<file path="src/verilog/cmc_pkg.sv">
// cmc_pkg: constants and types shared by the clock/mode controller.
// assumes a single 200 MHz clock; the crystal is a derived tick.
package cmc_pkg;

  // ----------------------------------------------------------------
  // clock and timing
  // ----------------------------------------------------------------
  localparam int CLK_MHZ       = 200;
  localparam int XTAL_DIV      = 16;   // clk cycles per crystal period
  localparam int SLOW_DIV      = 128;
  localparam int LOCK_TIME_NS  = 1000; // modelled pll settle time
  localparam int LOCK_CYC      = (LOCK_TIME_NS * CLK_MHZ + 999) / 1000;
  localparam int SYNC_TICKS    = 2;    // crystal ticks to sync dividers
  localparam int EMI_MAX_MHZ   = 48;
  localparam int EMI_MAX_N     = (EMI_MAX_MHZ * XTAL_DIV) / CLK_MHZ;
  localparam int EMI_MAX_DLY   = 4;    // below the closest fsys spacing
  localparam int INPH_PULSES   = 7;
  localparam int NUM_PERIPH    = 18;
  localparam int DEEP_STOPPED  = 5;    // f0..f4 held at zero

  // ----------------------------------------------------------------
  // clock output prescaler, in clk cycles
  // ----------------------------------------------------------------
  localparam logic [5:0] PRE_P10 = 6'd16;
  localparam logic [5:0] PRE_H10 = 6'd8;
  localparam logic [5:0] PRE_P15 = 6'd24;  // 33 percent duty
  localparam logic [5:0] PRE_H15 = 6'd8;
  localparam logic [5:0] PRE_P20 = 6'd32;
  localparam logic [5:0] PRE_H20 = 6'd16;
  localparam logic [5:0] PRE_P25 = 6'd40;  // 20 percent duty
  localparam logic [5:0] PRE_H25 = 6'd8;

  // ----------------------------------------------------------------
  // register map
  // ----------------------------------------------------------------
  localparam int ADDR_W = 8;
  localparam logic [7:0] ADDR_MODE   = 8'h00;
  localparam logic [7:0] ADDR_PLL    = 8'h04;
  localparam logic [7:0] ADDR_IOP    = 8'h08;
  localparam logic [7:0] ADDR_COSEL  = 8'h0C;
  localparam logic [7:0] ADDR_LOCKO  = 8'h10;
  localparam logic [7:0] ADDR_EMI    = 8'h14;
  localparam int PLL_LCK_BIT  = 6;
  localparam int PLL_ACT_BIT  = 7;
  localparam int EMI_TOL_LSB  = 4;
  localparam int EMI_SUP_LSB  = 8;
  localparam int EMI_INPH_BIT = 16;
  localparam logic [15:0] LFSR_RST = 16'hACE1;

  typedef enum logic [2:0] {
    CMC_SLOW = 3'b000,
    CMC_FAST = 3'b001,
    CMC_DEEP = 3'b010,
    CMC_PLL  = 3'b011,
    CMC_PLL_DIRECT_MODE = 3'b111
  } cmc_mode_e;

  localparam cmc_mode_e MODE_RST = CMC_FAST;

endpackage : cmc_pkg

</file>
<file path="src/verilog/cmc_clk_if.sv">
// cmc_clk_if: ticks and clock-output signals between the core and
// its divider chain and clock-output unit; one clock domain.
`timescale 1ns/1ps
interface cmc_clk_if;
  logic        f0_tick;
  logic        f1_tick;
  logic        low_mask;
  logic        xtal_tick;
  logic [17:0] periph;
  logic [1:0]  presc;
  logic [1:0]  sel;
  logic [8:0]  taps;
  logic [2:0]  b_tap;
  logic        co_a;
  logic        co_b;
  logic        co_pre;
  logic        co_irq;

  modport core  (output f0_tick, f1_tick, low_mask, xtal_tick, presc, sel,
                 taps, b_tap, input periph, co_a, co_b, co_pre, co_irq);
  modport chain (input f0_tick, f1_tick, low_mask, output periph);
  modport cout  (input xtal_tick, presc, sel, taps, b_tap,
                 output co_a, co_b, co_pre, co_irq);
endinterface : cmc_clk_if

</file>
<file path="src/verilog/cmc_clock_core.sv">
// cmc_clock_core: cpu clock mode, pll model, i/o prescaler, emi
// phase modulator and apb register slave.
// assumes clk_i at 200 MHz; crystal, system and peripheral clocks are
// one-cycle enable ticks in the clk_i domain.
`timescale 1ns/1ps

module cmc_clock_core
  import cmc_pkg::*;
(
  input  wire logic                        clk_i,       // 200 MHz clock
  input  wire logic                        srst_i,      // sync reset
  input  wire logic                        psel_i,      // apb select
  input  wire logic                        penable_i,   // apb enable
  input  wire logic                        pwrite_i,    // apb write
  input  wire logic [cmc_pkg::ADDR_W-1:0]  paddr_i,     // apb address
  input  wire logic [31:0]                 pwdata_i,    // apb wdata
  output logic      [31:0]                 prdata_o,    // apb rdata
  output logic                             pready_o,    // apb ready
  output logic                             pslverr_o,   // apb error
  input  wire logic [1:0]                  hw_co_presc_i,     // option
  input  wire logic [8:0]                  hw_co_taps_i,      // option
  input  wire logic [2:0]                  hw_co_b_tap_i,     // option
  input  wire logic                        shared_pin_clock_choice_i,
  output logic                             sys_clk_en_o,      // fsys
  output logic                             bus_clk_en_o,      // fbus
  output logic                             io_clk_en_o,       // fio
  output logic [cmc_pkg::NUM_PERIPH-1:0]   periph_clk_en_o,   // f0..f17
  output logic                             clock_output_a_o,  // co a
  output logic                             clock_output_b_o,  // co b
  output logic                             prescaled_clock_out_a_o,
  output logic                             shared_pin_o,      // pin
  output logic                             lock_indicator_output_o,
  output logic                             clkout_irq_o       // irq src
);

  // ----------------------------------------------------------------
  // state
  // ----------------------------------------------------------------
  typedef struct packed {
    cmc_mode_e   mode;       // requested mode
    cmc_mode_e   eff;        // mode applied to the clocks
    logic [3:0]  pmf;
    logic [3:0]  iop;
    logic [1:0]  cosel;
    logic        lock_sel;
    logic [1:0]  emi_mode;
    logic [3:0]  emi_tol;
    logic [5:0]  emi_sup;
    logic        pready;
    logic        pslverr;
    logic [31:0] prdata;
    logic [3:0]  xcnt;
    logic [6:0]  slow_cnt;
    logic [4:0]  acc;
    logic [3:0]  io_cnt;
    logic        half;
    logic [7:0]  lock_cnt;
    logic        locked;
    logic [1:0]  sync_cnt;
    logic        pll_act;
    logic [15:0] lfsr;
    logic        pend;
    logic [2:0]  dly;
    logic [2:0]  inph_cnt;
    logic        inph;
    logic        xtal;
    logic        sys;
    logic        bus;
    logic        io;
    logic        f0;
    logic        f1;
    logic        deep;
    logic        shared;
    logic        lock_pin;
  } cmc_core_s;

  cmc_core_s st_reg, st_next;
  cmc_clk_if lnk ();

  // ----------------------------------------------------------------
  // helpers
  // ----------------------------------------------------------------
  function automatic logic is_pll(input cmc_mode_e md);
    return (md == CMC_PLL) || (md == CMC_PLL_DIRECT_MODE);
  endfunction : is_pll

  function automatic logic mode_ok(input logic [2:0] code);
    return (code == CMC_SLOW) || (code == CMC_FAST) || (code == CMC_DEEP) ||
           (code == CMC_PLL) || (code == CMC_PLL_DIRECT_MODE);
  endfunction : mode_ok

  // delay never exceeds the tolerance nor the closest pulse spacing
  function automatic logic [2:0] emi_delay(input logic [1:0]  md,
                                           input logic [15:0] lf,
                                           input logic [3:0]  tol,
                                           input logic [5:0]  sup);
    logic [3:0] raw;
    logic [3:0] lim;
    raw = 4'd0;
    lim = (tol < 4'(EMI_MAX_DLY)) ? tol : 4'(EMI_MAX_DLY);
    case (md)
      2'd1:    raw = {2'b00, lf[1:0]};
      2'd2:    raw = lf[0] ? tol : 4'd0;
      2'd3:    raw = lf[3:0] ^ sup[3:0];
      default: raw = 4'd0;
    endcase
    if (raw > lim) raw = lim;
    return raw[2:0];
  endfunction : emi_delay

  // ----------------------------------------------------------------
  // next state
  // ----------------------------------------------------------------
  logic [4:0]  n_val;
  logic [3:0]  m_val;
  logic [5:0]  acc_sum;
  logic        pll_pulse;
  logic        raw_sys;
  logic        mod_sys;
  logic        emi_on;
  logic        eff_pll;
  logic        hit;
  logic [31:0] rd;
  logic [2:0]  d;

  always_comb begin
    st_next   = st_reg;
    n_val     = {1'b0, st_reg.pmf} + 5'd1;
    m_val     = (st_reg.iop == 4'd0) ? 4'd1 : st_reg.iop;
    eff_pll   = is_pll(st_reg.eff);
    hit       = 1'b1;
    rd        = '0;
    d         = 3'd0;
    mod_sys   = 1'b0;

    // crystal tick and slow divider
    st_next.xtal = st_reg.xcnt == 4'(XTAL_DIV - 1);
    st_next.xcnt = st_reg.xcnt + 4'd1;
    if (st_reg.xtal) st_next.slow_cnt = st_reg.slow_cnt + 7'd1;

    // pll model: n system pulses per crystal period
    acc_sum   = {1'b0, st_reg.acc} + {1'b0, n_val};
    pll_pulse = eff_pll && (acc_sum >= 6'(XTAL_DIV));
    if (eff_pll) begin
      st_next.acc = pll_pulse ? 5'(acc_sum - 6'(XTAL_DIV)) : acc_sum[4:0];
    end else begin
      st_next.acc = 5'd0;
    end
    raw_sys = eff_pll ? pll_pulse : st_reg.xtal;

    // lock model: pll runs only while the multiplier is nonzero
    if (st_reg.pmf == 4'd0) begin
      st_next.lock_cnt = 8'd0;
      st_next.locked   = 1'b0;
    end else if (st_reg.lock_cnt == 8'(LOCK_CYC)) begin
      st_next.locked   = 1'b1;
    end else begin
      st_next.lock_cnt = st_reg.lock_cnt + 8'd1;
    end

    // apply mode on a crystal boundary only, so no runt pulses
    if (st_reg.xtal) begin
      if (is_pll(st_reg.mode)) begin
        if (st_reg.sync_cnt == 2'(SYNC_TICKS)) begin
          st_next.eff = st_reg.mode;
        end else begin
          st_next.sync_cnt = st_reg.sync_cnt + 2'd1;
          st_next.eff      = CMC_FAST;
        end
      end else begin
        st_next.sync_cnt = 2'd0;
        st_next.eff      = st_reg.mode;
      end
    end
    st_next.pll_act = is_pll(st_next.eff);

    // emi modulator: delays each system pulse, never drops one
    emi_on = eff_pll && (st_reg.emi_mode != 2'd0) &&
             (n_val <= 5'(EMI_MAX_N));
    if (raw_sys) st_next.lfsr = {st_reg.lfsr[14:0],
      st_reg.lfsr[15] ^ st_reg.lfsr[13] ^ st_reg.lfsr[12] ^ st_reg.lfsr[10]};
    if (st_reg.pend) begin
      if (st_reg.dly <= 3'd1) begin
        mod_sys      = 1'b1;
        st_next.pend = 1'b0;
      end
      st_next.dly = st_reg.dly - 3'd1;
    end
    if (raw_sys) begin
      d = emi_on ? emi_delay(st_reg.emi_mode, st_reg.lfsr,
                             st_reg.emi_tol, st_reg.emi_sup) : 3'd0;
      if (d == 3'd0) begin
        mod_sys = 1'b1;
      end else begin
        st_next.pend = 1'b1;
        st_next.dly  = d;
      end
      if (d == 3'd0 && !st_reg.pend) begin
        if (st_reg.inph_cnt != 3'(INPH_PULSES))
          st_next.inph_cnt = st_reg.inph_cnt + 3'd1;
      end else begin
        st_next.inph_cnt = 3'd0;
      end
    end
    st_next.inph = st_reg.inph_cnt == 3'(INPH_PULSES);

    // clock rates per mode; derived clocks follow mod_sys, except bus and io in slow and deep, which come from the slow divider
    st_next.deep = st_reg.eff == CMC_DEEP;
    st_next.sys  = mod_sys;
    case (st_reg.eff)
      CMC_SLOW, CMC_DEEP: begin
        st_next.bus = st_reg.xtal && (st_reg.slow_cnt == 7'(SLOW_DIV - 1));
        st_next.io  = st_next.bus;
        st_next.f0  = st_reg.xtal;
        st_next.f1  = st_reg.xtal;
      end
      CMC_PLL: begin
        st_next.bus = mod_sys;
        st_next.io  = mod_sys && (st_reg.io_cnt >= m_val - 4'd1);
        st_next.f0  = st_next.io;
        st_next.f1  = st_next.io && st_reg.half;
      end
      CMC_PLL_DIRECT_MODE: begin
        st_next.bus = mod_sys;
        st_next.io  = mod_sys && (st_reg.io_cnt >= m_val - 4'd1);
        st_next.f0  = st_next.io;
        st_next.f1  = st_next.io;
      end
      default: begin
        st_next.bus = st_reg.xtal;
        st_next.io  = st_reg.xtal;
        st_next.f0  = st_reg.xtal;
        st_next.f1  = st_reg.xtal;
      end
    endcase
    if (!eff_pll) st_next.io_cnt = 4'd0;
    else if (st_next.io) st_next.io_cnt = 4'd0;
    else if (mod_sys) st_next.io_cnt = st_reg.io_cnt + 4'd1;
    if (!eff_pll) st_next.half = 1'b0;
    else if (st_next.io) st_next.half = !st_reg.half;

    // pins
    st_next.lock_pin = st_reg.lock_sel && st_reg.locked;
    st_next.shared   = shared_pin_clock_choice_i ? lnk.co_b
                                                 : lnk.co_pre;

    // apb: access phase gets pready one cycle after it begins
    case (paddr_i)
      ADDR_MODE:  rd[2:0] = st_reg.mode;
      ADDR_PLL: begin
        rd[3:0]          = st_reg.pmf;
        rd[PLL_LCK_BIT]  = st_reg.locked;
        rd[PLL_ACT_BIT]  = st_reg.pll_act;
      end
      ADDR_IOP:   rd[3:0] = st_reg.iop;
      ADDR_COSEL: rd[1:0] = st_reg.cosel;
      ADDR_LOCKO: rd[0]   = st_reg.lock_sel;
      ADDR_EMI: begin
        rd[1:0]                       = st_reg.emi_mode;
        rd[EMI_TOL_LSB +: 4]          = st_reg.emi_tol;
        rd[EMI_SUP_LSB +: 6]          = st_reg.emi_sup;
        rd[EMI_INPH_BIT]              = st_reg.inph;
      end
      default:    hit = 1'b0;
    endcase
    if (psel_i && penable_i && st_reg.pready) begin
      st_next.pready  = 1'b0;
      st_next.pslverr = 1'b0;
      st_next.prdata  = '0;
      if (pwrite_i && hit) begin
        case (paddr_i)
          ADDR_MODE: begin
            if (mode_ok(pwdata_i[2:0]))
              st_next.mode = cmc_mode_e'(pwdata_i[2:0]);
          end
          ADDR_PLL:   st_next.pmf = pwdata_i[3:0];
          ADDR_IOP:   st_next.iop = pwdata_i[3:0];
          ADDR_COSEL: st_next.cosel = pwdata_i[1:0];
          ADDR_LOCKO: st_next.lock_sel = pwdata_i[0];
          ADDR_EMI: begin
            st_next.emi_mode = pwdata_i[1:0];
            st_next.emi_tol  = pwdata_i[EMI_TOL_LSB +: 4];
            st_next.emi_sup  = pwdata_i[EMI_SUP_LSB +: 6];
          end
          default: st_next.pslverr = 1'b0;
        endcase
        if (paddr_i == ADDR_PLL && pwdata_i[3:0] != st_reg.pmf) begin
          st_next.lock_cnt = 8'd0;
          st_next.locked   = 1'b0;
        end
      end
    end else if (psel_i && penable_i) begin
      st_next.pready  = 1'b1;
      st_next.pslverr = !hit;
      st_next.prdata  = pwrite_i ? 32'h0000_0000 : rd;
    end else begin
      st_next.pready  = 1'b0;
      st_next.pslverr = 1'b0;
      st_next.prdata  = '0;
    end
  end

  // ----------------------------------------------------------------
  // registers
  // ----------------------------------------------------------------
  always_ff @(posedge clk_i) begin
    if (srst_i) begin
      st_reg      <= '0;
      st_reg.mode <= MODE_RST;
      st_reg.eff  <= MODE_RST;
      st_reg.lfsr <= LFSR_RST;
    end else begin
      st_reg <= st_next;
    end
  end

  // ----------------------------------------------------------------
  // submodules and outputs
  // ----------------------------------------------------------------
  assign lnk.xtal_tick = st_reg.xtal;
  assign lnk.f0_tick   = st_reg.f0;
  assign lnk.f1_tick   = st_reg.f1;
  assign lnk.low_mask  = st_reg.deep;
  assign lnk.presc     = hw_co_presc_i;
  assign lnk.sel       = st_reg.cosel;
  assign lnk.taps      = hw_co_taps_i;
  assign lnk.b_tap     = hw_co_b_tap_i;

  cmc_div_chain u_chain (
    .clk_i  (clk_i),
    .srst_i (srst_i),
    .lnk    (lnk.chain)
  );

  cmc_clkout u_cout (
    .clk_i  (clk_i),
    .srst_i (srst_i),
    .lnk    (lnk.cout)
  );

  assign prdata_o                = st_reg.prdata;
  assign pready_o                = st_reg.pready;
  assign pslverr_o               = st_reg.pslverr;
  assign sys_clk_en_o            = st_reg.sys;
  assign bus_clk_en_o            = st_reg.bus;
  assign io_clk_en_o             = st_reg.io;
  assign periph_clk_en_o         = lnk.periph;
  assign clock_output_a_o        = lnk.co_a;
  assign clock_output_b_o        = lnk.co_b;
  assign prescaled_clock_out_a_o = lnk.co_pre;
  assign clkout_irq_o            = lnk.co_irq;
  assign shared_pin_o            = st_reg.shared;
  assign lock_indicator_output_o = st_reg.lock_pin;

endmodule : cmc_clock_core

</file>
<file path="src/verilog/cmc_div_chain.sv">
// cmc_div_chain: halving chain producing peripheral clock ticks.
// assumes f0/f1 ticks are one-cycle pulses from the core.
`timescale 1ns/1ps
module cmc_div_chain
  import cmc_pkg::*;
(
  input  wire logic clk_i,   // system clock
  input  wire logic srst_i,  // sync reset
  cmc_clk_if.chain  lnk      // ticks in, peripheral ticks out
);
  typedef struct packed {
    logic [16:0] cnt;
    logic [17:0] periph;
  } cmc_chain_s;

  cmc_chain_s st_reg, st_next;

  function automatic logic low_ones(input logic [16:0] v, input int len);
    logic r;
    r = 1'b1;
    for (int i = 0; i < 17; i++) begin
      if (i < len) r = r & v[i];
    end
    return r;
  endfunction : low_ones

  always_comb begin
    st_next = st_reg;
    if (lnk.f1_tick) st_next.cnt = st_reg.cnt + 17'd1;
    st_next.periph[0] = lnk.f0_tick;
    st_next.periph[1] = lnk.f1_tick;
    for (int k = 2; k < NUM_PERIPH; k++) begin
      st_next.periph[k] = lnk.f1_tick & low_ones(st_reg.cnt, k - 1);
    end
    for (int k = 0; k < DEEP_STOPPED; k++) begin
      if (lnk.low_mask) st_next.periph[k] = 1'b0;
    end
  end

  always_ff @(posedge clk_i) begin
    if (srst_i) st_reg <= '0;
    else st_reg <= st_next;
  end

  assign lnk.periph = st_reg.periph;
endmodule : cmc_div_chain

</file>
<file path="src/verilog/cmc_clkout.sv">
// cmc_clkout: clock-output prescaler and 4-to-1 output multiplexer.
// assumes a crystal tick input; runs regardless of the cpu mode.
`timescale 1ns/1ps
module cmc_clkout
  import cmc_pkg::*;
(
  input  wire logic clk_i,   // system clock
  input  wire logic srst_i,  // sync reset
  cmc_clk_if.cout   lnk      // options in, clock outputs out
);
  typedef struct packed {
    logic [5:0] pcnt;
    logic [7:0] xcnt;
    logic       pre;
    logic       irq;
    logic       co_a;
    logic       co_b;
  } cmc_cout_s;

  cmc_cout_s  st_reg, st_next;
  logic [5:0] period;
  logic [5:0] high;
  logic [2:0] tap_idx;

  always_comb begin
    // fixed by option pins, not by the select register
    case (lnk.presc)
      2'd0:    begin period = PRE_P10; high = PRE_H10; end
      2'd1:    begin period = PRE_P15; high = PRE_H15; end
      2'd2:    begin period = PRE_P20; high = PRE_H20; end
      2'd3:    begin period = PRE_P25; high = PRE_H25; end
      default: begin period = PRE_P10; high = PRE_H10; end
    endcase
    st_next = st_reg;
    // counts raw clk, so slow modes never touch it
    st_next.pcnt = (st_reg.pcnt >= period - 6'd1) ? 6'd0
                                                  : st_reg.pcnt + 6'd1;
    if (lnk.xtal_tick) st_next.xcnt = st_reg.xcnt + 8'd1;
    st_next.pre = st_reg.pcnt < high;
    st_next.irq = st_reg.pcnt == 6'd0;
    case (lnk.sel)
      2'd1:    tap_idx = lnk.taps[2:0];
      2'd2:    tap_idx = lnk.taps[5:3];
      2'd3:    tap_idx = lnk.taps[8:6];
      default: tap_idx = 3'd0;
    endcase
    st_next.co_a = (lnk.sel == 2'd0) ? st_reg.pre
                                     : st_reg.xcnt[tap_idx];
    st_next.co_b = st_reg.xcnt[lnk.b_tap];
  end

  always_ff @(posedge clk_i) begin
    if (srst_i) st_reg <= '0;
    else st_reg <= st_next;
  end

  assign lnk.co_pre = st_reg.pre;
  assign lnk.co_irq = st_reg.irq;
  assign lnk.co_a   = st_reg.co_a;
  assign lnk.co_b   = st_reg.co_b;
endmodule : cmc_clkout

</file>
<file path="config.mk">
export PLATFORM = sky130hd
export DESIGN_NAME = cmc_clock_core
export DESIGN_NICKNAME = d
export VERILOG_FILES = /design/src/verilog/cmc_pkg.sv /design/src/verilog/cmc_clk_if.sv /design/src/verilog/cmc_clock_core.sv /design/src/verilog/cmc_div_chain.sv /design/src/verilog/cmc_clkout.sv
export SDC_FILE = /design/constraint.sdc
export NUM_CORES = 1
export LEC_CHECK = 0
export BUFFER_PORTS_ARGS = -buffer_cell sky130_fd_sc_hd__buf_2
export CAP_MARGIN = 30
export CORE_MARGIN = 8
export CORE_UTILIZATION = 40
export DETAILED_ROUTE_END_ITERATION = 7
export GPL_TIMING_DRIVEN = 0
export PLACE_DENSITY = 0.56
export SLEW_MARGIN = 20
export SYNTH_ARGS = -nofsm -noshare
export SYNTH_HDL_FRONTEND = slang
export SYNTH_SLANG_ARGS = --single-unit
</file>
<file path="constraint.sdc">
create_clock -name clk_i -period 3.5 [get_ports clk_i]
set_input_delay 0.7 -clock clk_i [delete_from_list [all_inputs] [get_ports clk_i]]
set_output_delay 0.7 -clock clk_i [all_outputs]
set_load 0.005 [all_outputs]
</file>
Yosys cells after proc, flatten, opt, wreduce, memory -nomap -nowiden
Cells that the tools add are included.
{"block": "classes", "muxes": 52, "n_eq_ne": 34, "add_sub_neg": 15, "n_reduce_logical": 51, "bitwise_logic": 38, "order_cmp": 10}
{"op": "2-to-1 mux 9 bit", "count": 4}
{"op": "2-to-1 mux 34 bit", "count": 1}
{"op": "AND 1 bit", "count": 31}
{"op": "2-to-1 mux 3 bit", "count": 8}
{"op": "2-to-1 mux 4 bit", "count": 6}
{"op": "one-hot mux 4 bit (3 select lines)", "count": 2}
{"op": "one-hot mux 6 bit (4 select lines)", "count": 1}
{"op": "== test 3 x 2 -> 1 bit, second input constant", "count": 6}
{"op": "adder 17 x 1 -> 17 bit, second input constant", "count": 1}
{"op": "2-to-1 mux 17 bit", "count": 1}
{"op": "adder 8 x 1 -> 8 bit, second input constant", "count": 2}
{"op": "== test 8 x 4 -> 1 bit, second input constant", "count": 2}
{"op": "== test 8 x 5 -> 1 bit, second input constant", "count": 2}
{"op": "== test 3 bit, second input constant", "count": 5}
{"op": "AND reduction 3 bit", "count": 5}
{"op": "== test 2 bit, second input constant", "count": 7}
{"op": "2-to-1 mux 1 bit", "count": 13}
{"op": "logical AND 1 bit", "count": 12}
{"op": "one-hot mux 6 bit (2 select lines)", "count": 1}
{"op": "OR reduction 2 bit", "count": 5}
{"op": "logical NOT 3 bit", "count": 3}
{"op": "one-hot mux 3 bit (3 select lines)", "count": 1}
{"op": "OR reduction 3 bit", "count": 3}
{"op": "adder 4 x 1 -> 4 bit, second input constant", "count": 2}
{"op": "other kinds (55)", "count": 76}
{"block": "totals", "out_inout_bits": 61, "reg_bits": 182, "elab_cells": 246, "input_bits": 60}

Logic depth before layout (Yosys ltp)
{"block": "logic_depth", "word_depth": 17, "mapped_depth": 12, "ltp_nobuf": 11}

Cells and area by module
Synthesis repeated with hierarchy kept, for this count alone.
{"block": "unflattened", "cells_unflattened": 880, "hier_area_um2": 7830.0}
{"module": "cmc_clock_core", "cells_each": 635, "instances": 1, "area_each_um2": 5467.7, "seq_area_each_um2": 2242.2}
{"module": "cmc_div_chain", "cells_each": 140, "instances": 1, "area_each_um2": 1325.0, "seq_area_each_um2": 680.7}
{"module": "cmc_clkout", "cells_each": 105, "instances": 1, "area_each_um2": 1037.2, "seq_area_each_um2": 360.3}

Worst setup path after synthesis
No wires, ideal clock.
{"block": "synth_timing", "kind": "reg2reg", "from": "register st_reg[119] (netlist bit)", "to": "register st_reg[15] (netlist bit)", "period_less_slack_ns": 2.728, "t_arrival_ns": 2.596, "path_stages_with_launch": 12, "slack_ns": 0.772, "setup_time_ns": 0.132, "n_path_buf": 1, "cell_sequence": "dfxtp_1 inv_1 ha_1 fa_1 a21o_1 and3_1 a21o_1 a21oi_2 buf_2 nand2_1 o31ai_1 a21oi_1"}
{"block": "synth_between", "elab_chain_len": 7}
{"item": "start: declaration", "line_no": "cmc_clock_core.sv:77", "text": "cmc_core_s st_reg, st_next;"}
{"item": "start signal: assignment", "line_no": "cmc_clock_core.sv:313", "text": "st_reg <= st_next;"}
{"item": "adder 4 x 1 -> 5 bit (*)", "line_no": "cmc_clock_core.sv:128", "text": "n_val = {1'b0, st_reg.pmf} + 5'd1;"}
{"item": "parallel branches: the longest is 5 deep, another holds adder 5 x 5 -> 6 bit"}
{"item": "2-to-1 mux 7 bit (*)", "line_no": "cmc_clock_core.sv:189", "text": "if (raw_sys) begin"}
Every way passes the cells marked *.
A chain may end at the register's enable or synchronous reset.

Worst setup path after layout
{"block": "layout_timing", "from": "register st_reg[119] (netlist bit)", "to": "register st_reg[17] (netlist bit)"}
{"block": "layout_between", "elab_chain_len": 5}
{"item": "adder 4 x 1 -> 5 bit", "line_no": "cmc_clock_core.sv:128"}
{"item": "adder 5 x 5 -> 6 bit", "line_no": "cmc_clock_core.sv:142", "text": "acc_sum = {1'b0, st_reg.acc} + {1'b0, n_val};"}
{"item": ">= comparator 6 x 5 -> 1 bit", "line_no": "cmc_clock_core.sv:143", "text": "pll_pulse = eff_pll && (acc_sum >= 6'(XTAL_DIV));"}
{"item": "logical AND 1 bit", "line_no": "cmc_clock_core.sv:143"}
{"item": "2-to-1 mux 1 bit", "line_no": "cmc_clock_core.sv:149", "text": "raw_sys = eff_pll ? pll_pulse : st_reg.xtal;"}
No other way between the ends.

==> out/metrics.cfg <==
[sta]
max-slew-margin-rel_pct=44.50
fmaxAchievable_mhz=313.6
final.setup.tns_ns=0
worst_slack_ns=0.3108
timing.final.setup_violations=0
timing.final.max_slew_violations=0
rsz0062_at_grt=no
finalWorstPathRequiredPeriod_ns=3.189
min_period_over_period_pct=91.12
finalHoldViolCount=0
tightest_slew_ns=0.8249
final.setup_skew_ns=0.007954

[yosys]
synthSimpleGateAreaFrac_pct=21.57
compound_cell_area_share_of_the_yosys_netlist_pct=10.58
syn-mean-instance-area_um2=8.985
postSynthRegisterBits=164
synth_xor_xnor_area_share_pct=5.397
synth_warnings=0
synth_fa_ha_area_share_pct=6.360
synth_seq_area_share_pct=42.15
synth.area.mux_share_pct=5.557
instance_count_of_the_mapped_netlist=867
synth_area_um2=7790
share_of_async_settable_or_async_resettable_flops_after_synthesis_pct=0
netlist-cell-type-count=71
synth-main-ff-cell=sky130_fd_sc_hd__dfxtp_1
synth_edf_count=0
main_combinational_cell_family_by_area_after_synthesis=simple AND/OR/NAND/NOR gates

[die]
die_outline_area_um2=24200
fp.coreArea_um2=19270
initial_standard_cell_utilization_of_the_core_pct=40.42
die_height_um=155.6
die-width_um=155.6
rows=51
top_level_ports=121

[clock_tree]
cts.htree.levels=4
max-clock-path-buffers=2
clock_sinks=164
cts_inserted_buffers=17
root_driver=sky130_fd_sc_hd__clkbuf_16
worst_setup_hold_path_clk_slew_ns=0.06
cts-resized-gates=0
post_cts_hold_buffers=0
tritoncts=built
clock_insertion_delay_worst_skew_ns=0.42
cts_setup_buffers=0

[global_routing]
met1_usage_pct=20.64
maximum_number_of_pins_on_one_net_before_global_route_repair=17
globalRoute.busiestLayer=met2
grt_use_total_pct=15.07
first_global_vias=5590
grt_overflow=0
grt_use_met2_pct=22.63
grtUsageMet3_pct=4.349
grt_pass1_wl_um=29040
grt_antenna_before_repair=0

[placed_design]
place.detailed.hpwl_um=13240
final_weighted_congestion_in_routability_driven_placement=0.8426
place_worst_setup_slack_ns=0.3125
buffer_ports.inserted=81

[setup_path]
cpMaxStageDelayCell=sky130_fd_sc_hd__dfxtp_1
worstPathMaxFanout=10
worst_setup_ep_type=flip-flop
path_cells=inv_1 -> ha_1 -> fa_1 -> a21o_1 -> a21oi_1 -> a21o_1 -> a21o_1 -> clkbuf_1 -> nor2_1 -> a211o_2
critical-path-max-stage-delay_ns=0.50
cp_data_arrival_time_ns=3.50
startpoint_type=flip-flop
worstSetupPathType=flip-flop to flip-flop
crit_top_cell=sky130_fd_sc_hd__a21o_1
rr_worst_depth=10
timing.critical_path.required_ns=3.81

[min_path]
holdPathStages=1
holdCritPathClass=flip-flop to flip-flop

[detailed_routing]
ant_nets=0
detailed_routing_iteration_count_for_the_pre_antenna_repair_pass=5
routed_wirelength_um=17990
detail_route.iter0.violations=265
post_drt_via_cell_ratio=4.733
remaining_drc_errors=0
routedWlPerCell_um=14.29
routed-via-count=5959

[power_and_ir_drop]
leakage_uw=0.003870
power.ir.vdd_worst_uv=291.1
power_density_relative_to_cell_area_nw_per_um2=423.3
report.power.total_uw=3881

[layout]
num-nets-final=1082
drive_above_1_share_pct=19.62
num-fill-cells=1892
max_reg_flops=83
area_growth_from_synthesis_to_layout_pct=17.70
utilization_pct=47.58
antenna_cells=0

[outcome]
status=finished, final reports clean

[job]
number_of_max_capacitance_violations_reported=0

[synth_stat cells (7+ instances only)]
library cell	instances	area, um2
sky130_fd_sc_hd__a22oi_1	8	60.06
sky130_fd_sc_hd__a21oi_1	48	240.2
sky130_fd_sc_hd__nand4_1	9	56.30
sky130_fd_sc_hd__nand3_1	25	125.1
sky130_fd_sc_hd__and2_1	19	118.9
sky130_fd_sc_hd__nand3b_1	13	97.59
sky130_fd_sc_hd__or3_1	12	75.07
sky130_fd_sc_hd__nor2b_1	10	62.56
sky130_fd_sc_hd__buf_4	50	375.4
sky130_fd_sc_hd__xor2_1	25	219.0
sky130_fd_sc_hd__o21ai_0	29	145.1
sky130_fd_sc_hd__ha_1	38	475.5
sky130_fd_sc_hd__mux2i_1	32	320.3
sky130_fd_sc_hd__nand2_1	84	315.3
sky130_fd_sc_hd__xnor2_1	23	201.4
sky130_fd_sc_hd__clkbuf_1	24	90.09
sky130_fd_sc_hd__nor3_1	11	55.05
sky130_fd_sc_hd__nor2_1	116	435.4
sky130_fd_sc_hd__dfxtp_1	164	3283
sky130_fd_sc_hd__nand2b_1	7	43.79
sky130_fd_sc_hd__and3_1	15	93.84
sky130_fd_sc_hd__inv_1	24	90.09
[layer usage]
| metal | up-vias | share of wire, % |
|---|---|---|
| met3 | 6 | 6.0 |
| met2 | 120 | 42 |
| li1 | 3115 | - |
| met1 | 2718 | 51 |
| met5 | - | 0 |
| met4 | 0 | 0.74 |
[critical path, delay by kind of cell (launching register included)]
family | cells | cell delay, ns
AOI/OAI and AO/OA | 5 | 1.11
adders and majority gates | 2 | 0.82
buffers and inverters | 2 | 0.54
DFF | 1 | 0.50
and+or+nand+nor | 1 | 0.10
[per-stage QoR]
step / cells / instance area (um2) / hold slack, ns
after global routing: 1259 / 9169 / 0.4553
after detailed placement: 1229 / 8587 / 0.4167
after CTS: 1259 / 9169 / 0.4311
after global placement: 1229 / 8587 / 0.4150
after floorplan: 883 / 7850 / 0.4057
final: 1259 / 9169 / 0.4289
[cells by family (layout without fill, tap and decap cells)]
family,Yosys count,count (layout)
adder cells (fa/ha/maj),39,39
XOR/XNOR,48,48
AND/OR/NAND/NOR,340,340
AO/OA/AOI/OAI,126,126
multiplexers,39,39
flip-flops,164,164
buffers and inverters,109,220
other,2,18
[cell usage in the layout (no fill, tap or decap), types with 9 or more instances in the layout]
cell type / instances
sky130_fd_sc_hd__dfxtp_1: 164
sky130_fd_sc_hd__a21oi_1: 48
sky130_fd_sc_hd__ha_1: 38
sky130_fd_sc_hd__xor2_1: 25
sky130_fd_sc_hd__mux2i_1: 32
sky130_fd_sc_hd__nand3_1: 25
sky130_fd_sc_hd__and3_1: 15
sky130_fd_sc_hd__o21ai_0: 29
sky130_fd_sc_hd__nand3b_1: 13
sky130_fd_sc_hd__inv_1: 24
sky130_fd_sc_hd__conb_1: 18
sky130_fd_sc_hd__nor2_1: 116
sky130_fd_sc_hd__nand2_1: 84
sky130_fd_sc_hd__xnor2_1: 23
sky130_fd_sc_hd__nor2b_1: 10
sky130_fd_sc_hd__clkbuf_16: 17
sky130_fd_sc_hd__or3_1: 12
sky130_fd_sc_hd__buf_4: 50
sky130_fd_sc_hd__and2_1: 19
sky130_fd_sc_hd__clkbuf_1: 25
sky130_fd_sc_hd__nor3_1: 11
sky130_fd_sc_hd__buf_2: 86
sky130_fd_sc_hd__nand4_1: 9
[final cells by class]
cell class / instances / area [um2] / area share, %
sequential: 164 / 3283 / 35.81
multi-input combinational: 610 / 3921 / 42.77
tap: 265 / 331.6 / 3.616
inverter: 24 / 90.09 / 0.9825
timing repair buffer: 81 / 405.4 / 4.421
buffer: 85 / 555.5 / 6.059
clock buffer: 20 / 456.7 / 4.981
clock inverter: 10 / 125.1 / 1.365
[final timing paths]
check	start	endpoint	slack [ns]
max	st_reg[119]$_SDFFE_PP0P_	st_reg[17]$_SDFFE_PP1N_	0.31
min	st_reg[9]$_SDFF_PP0_	prdata_o[16]$_SDFF_PP0_	0.43
max reg2reg	st_reg[119]$_SDFFE_PP0P_	st_reg[17]$_SDFFE_PP1N_	0.31
min reg2reg	st_reg[9]$_SDFF_PP0_	prdata_o[16]$_SDFF_PP0_	0.43
[where the power goes]
part / total, uW / internal [uW] / leakage [uW] / switching, uW
sequential: 1880 / 1880 / 0.00132 / 7.47
clock: 1860 / 1090 / 0.000283 / 768
combinational: 140 / 57.4 / 0.00226 / 82.6
total: 3880 / 3020 / 0.00387 / 858
Power figures use the tool's default switching activity.
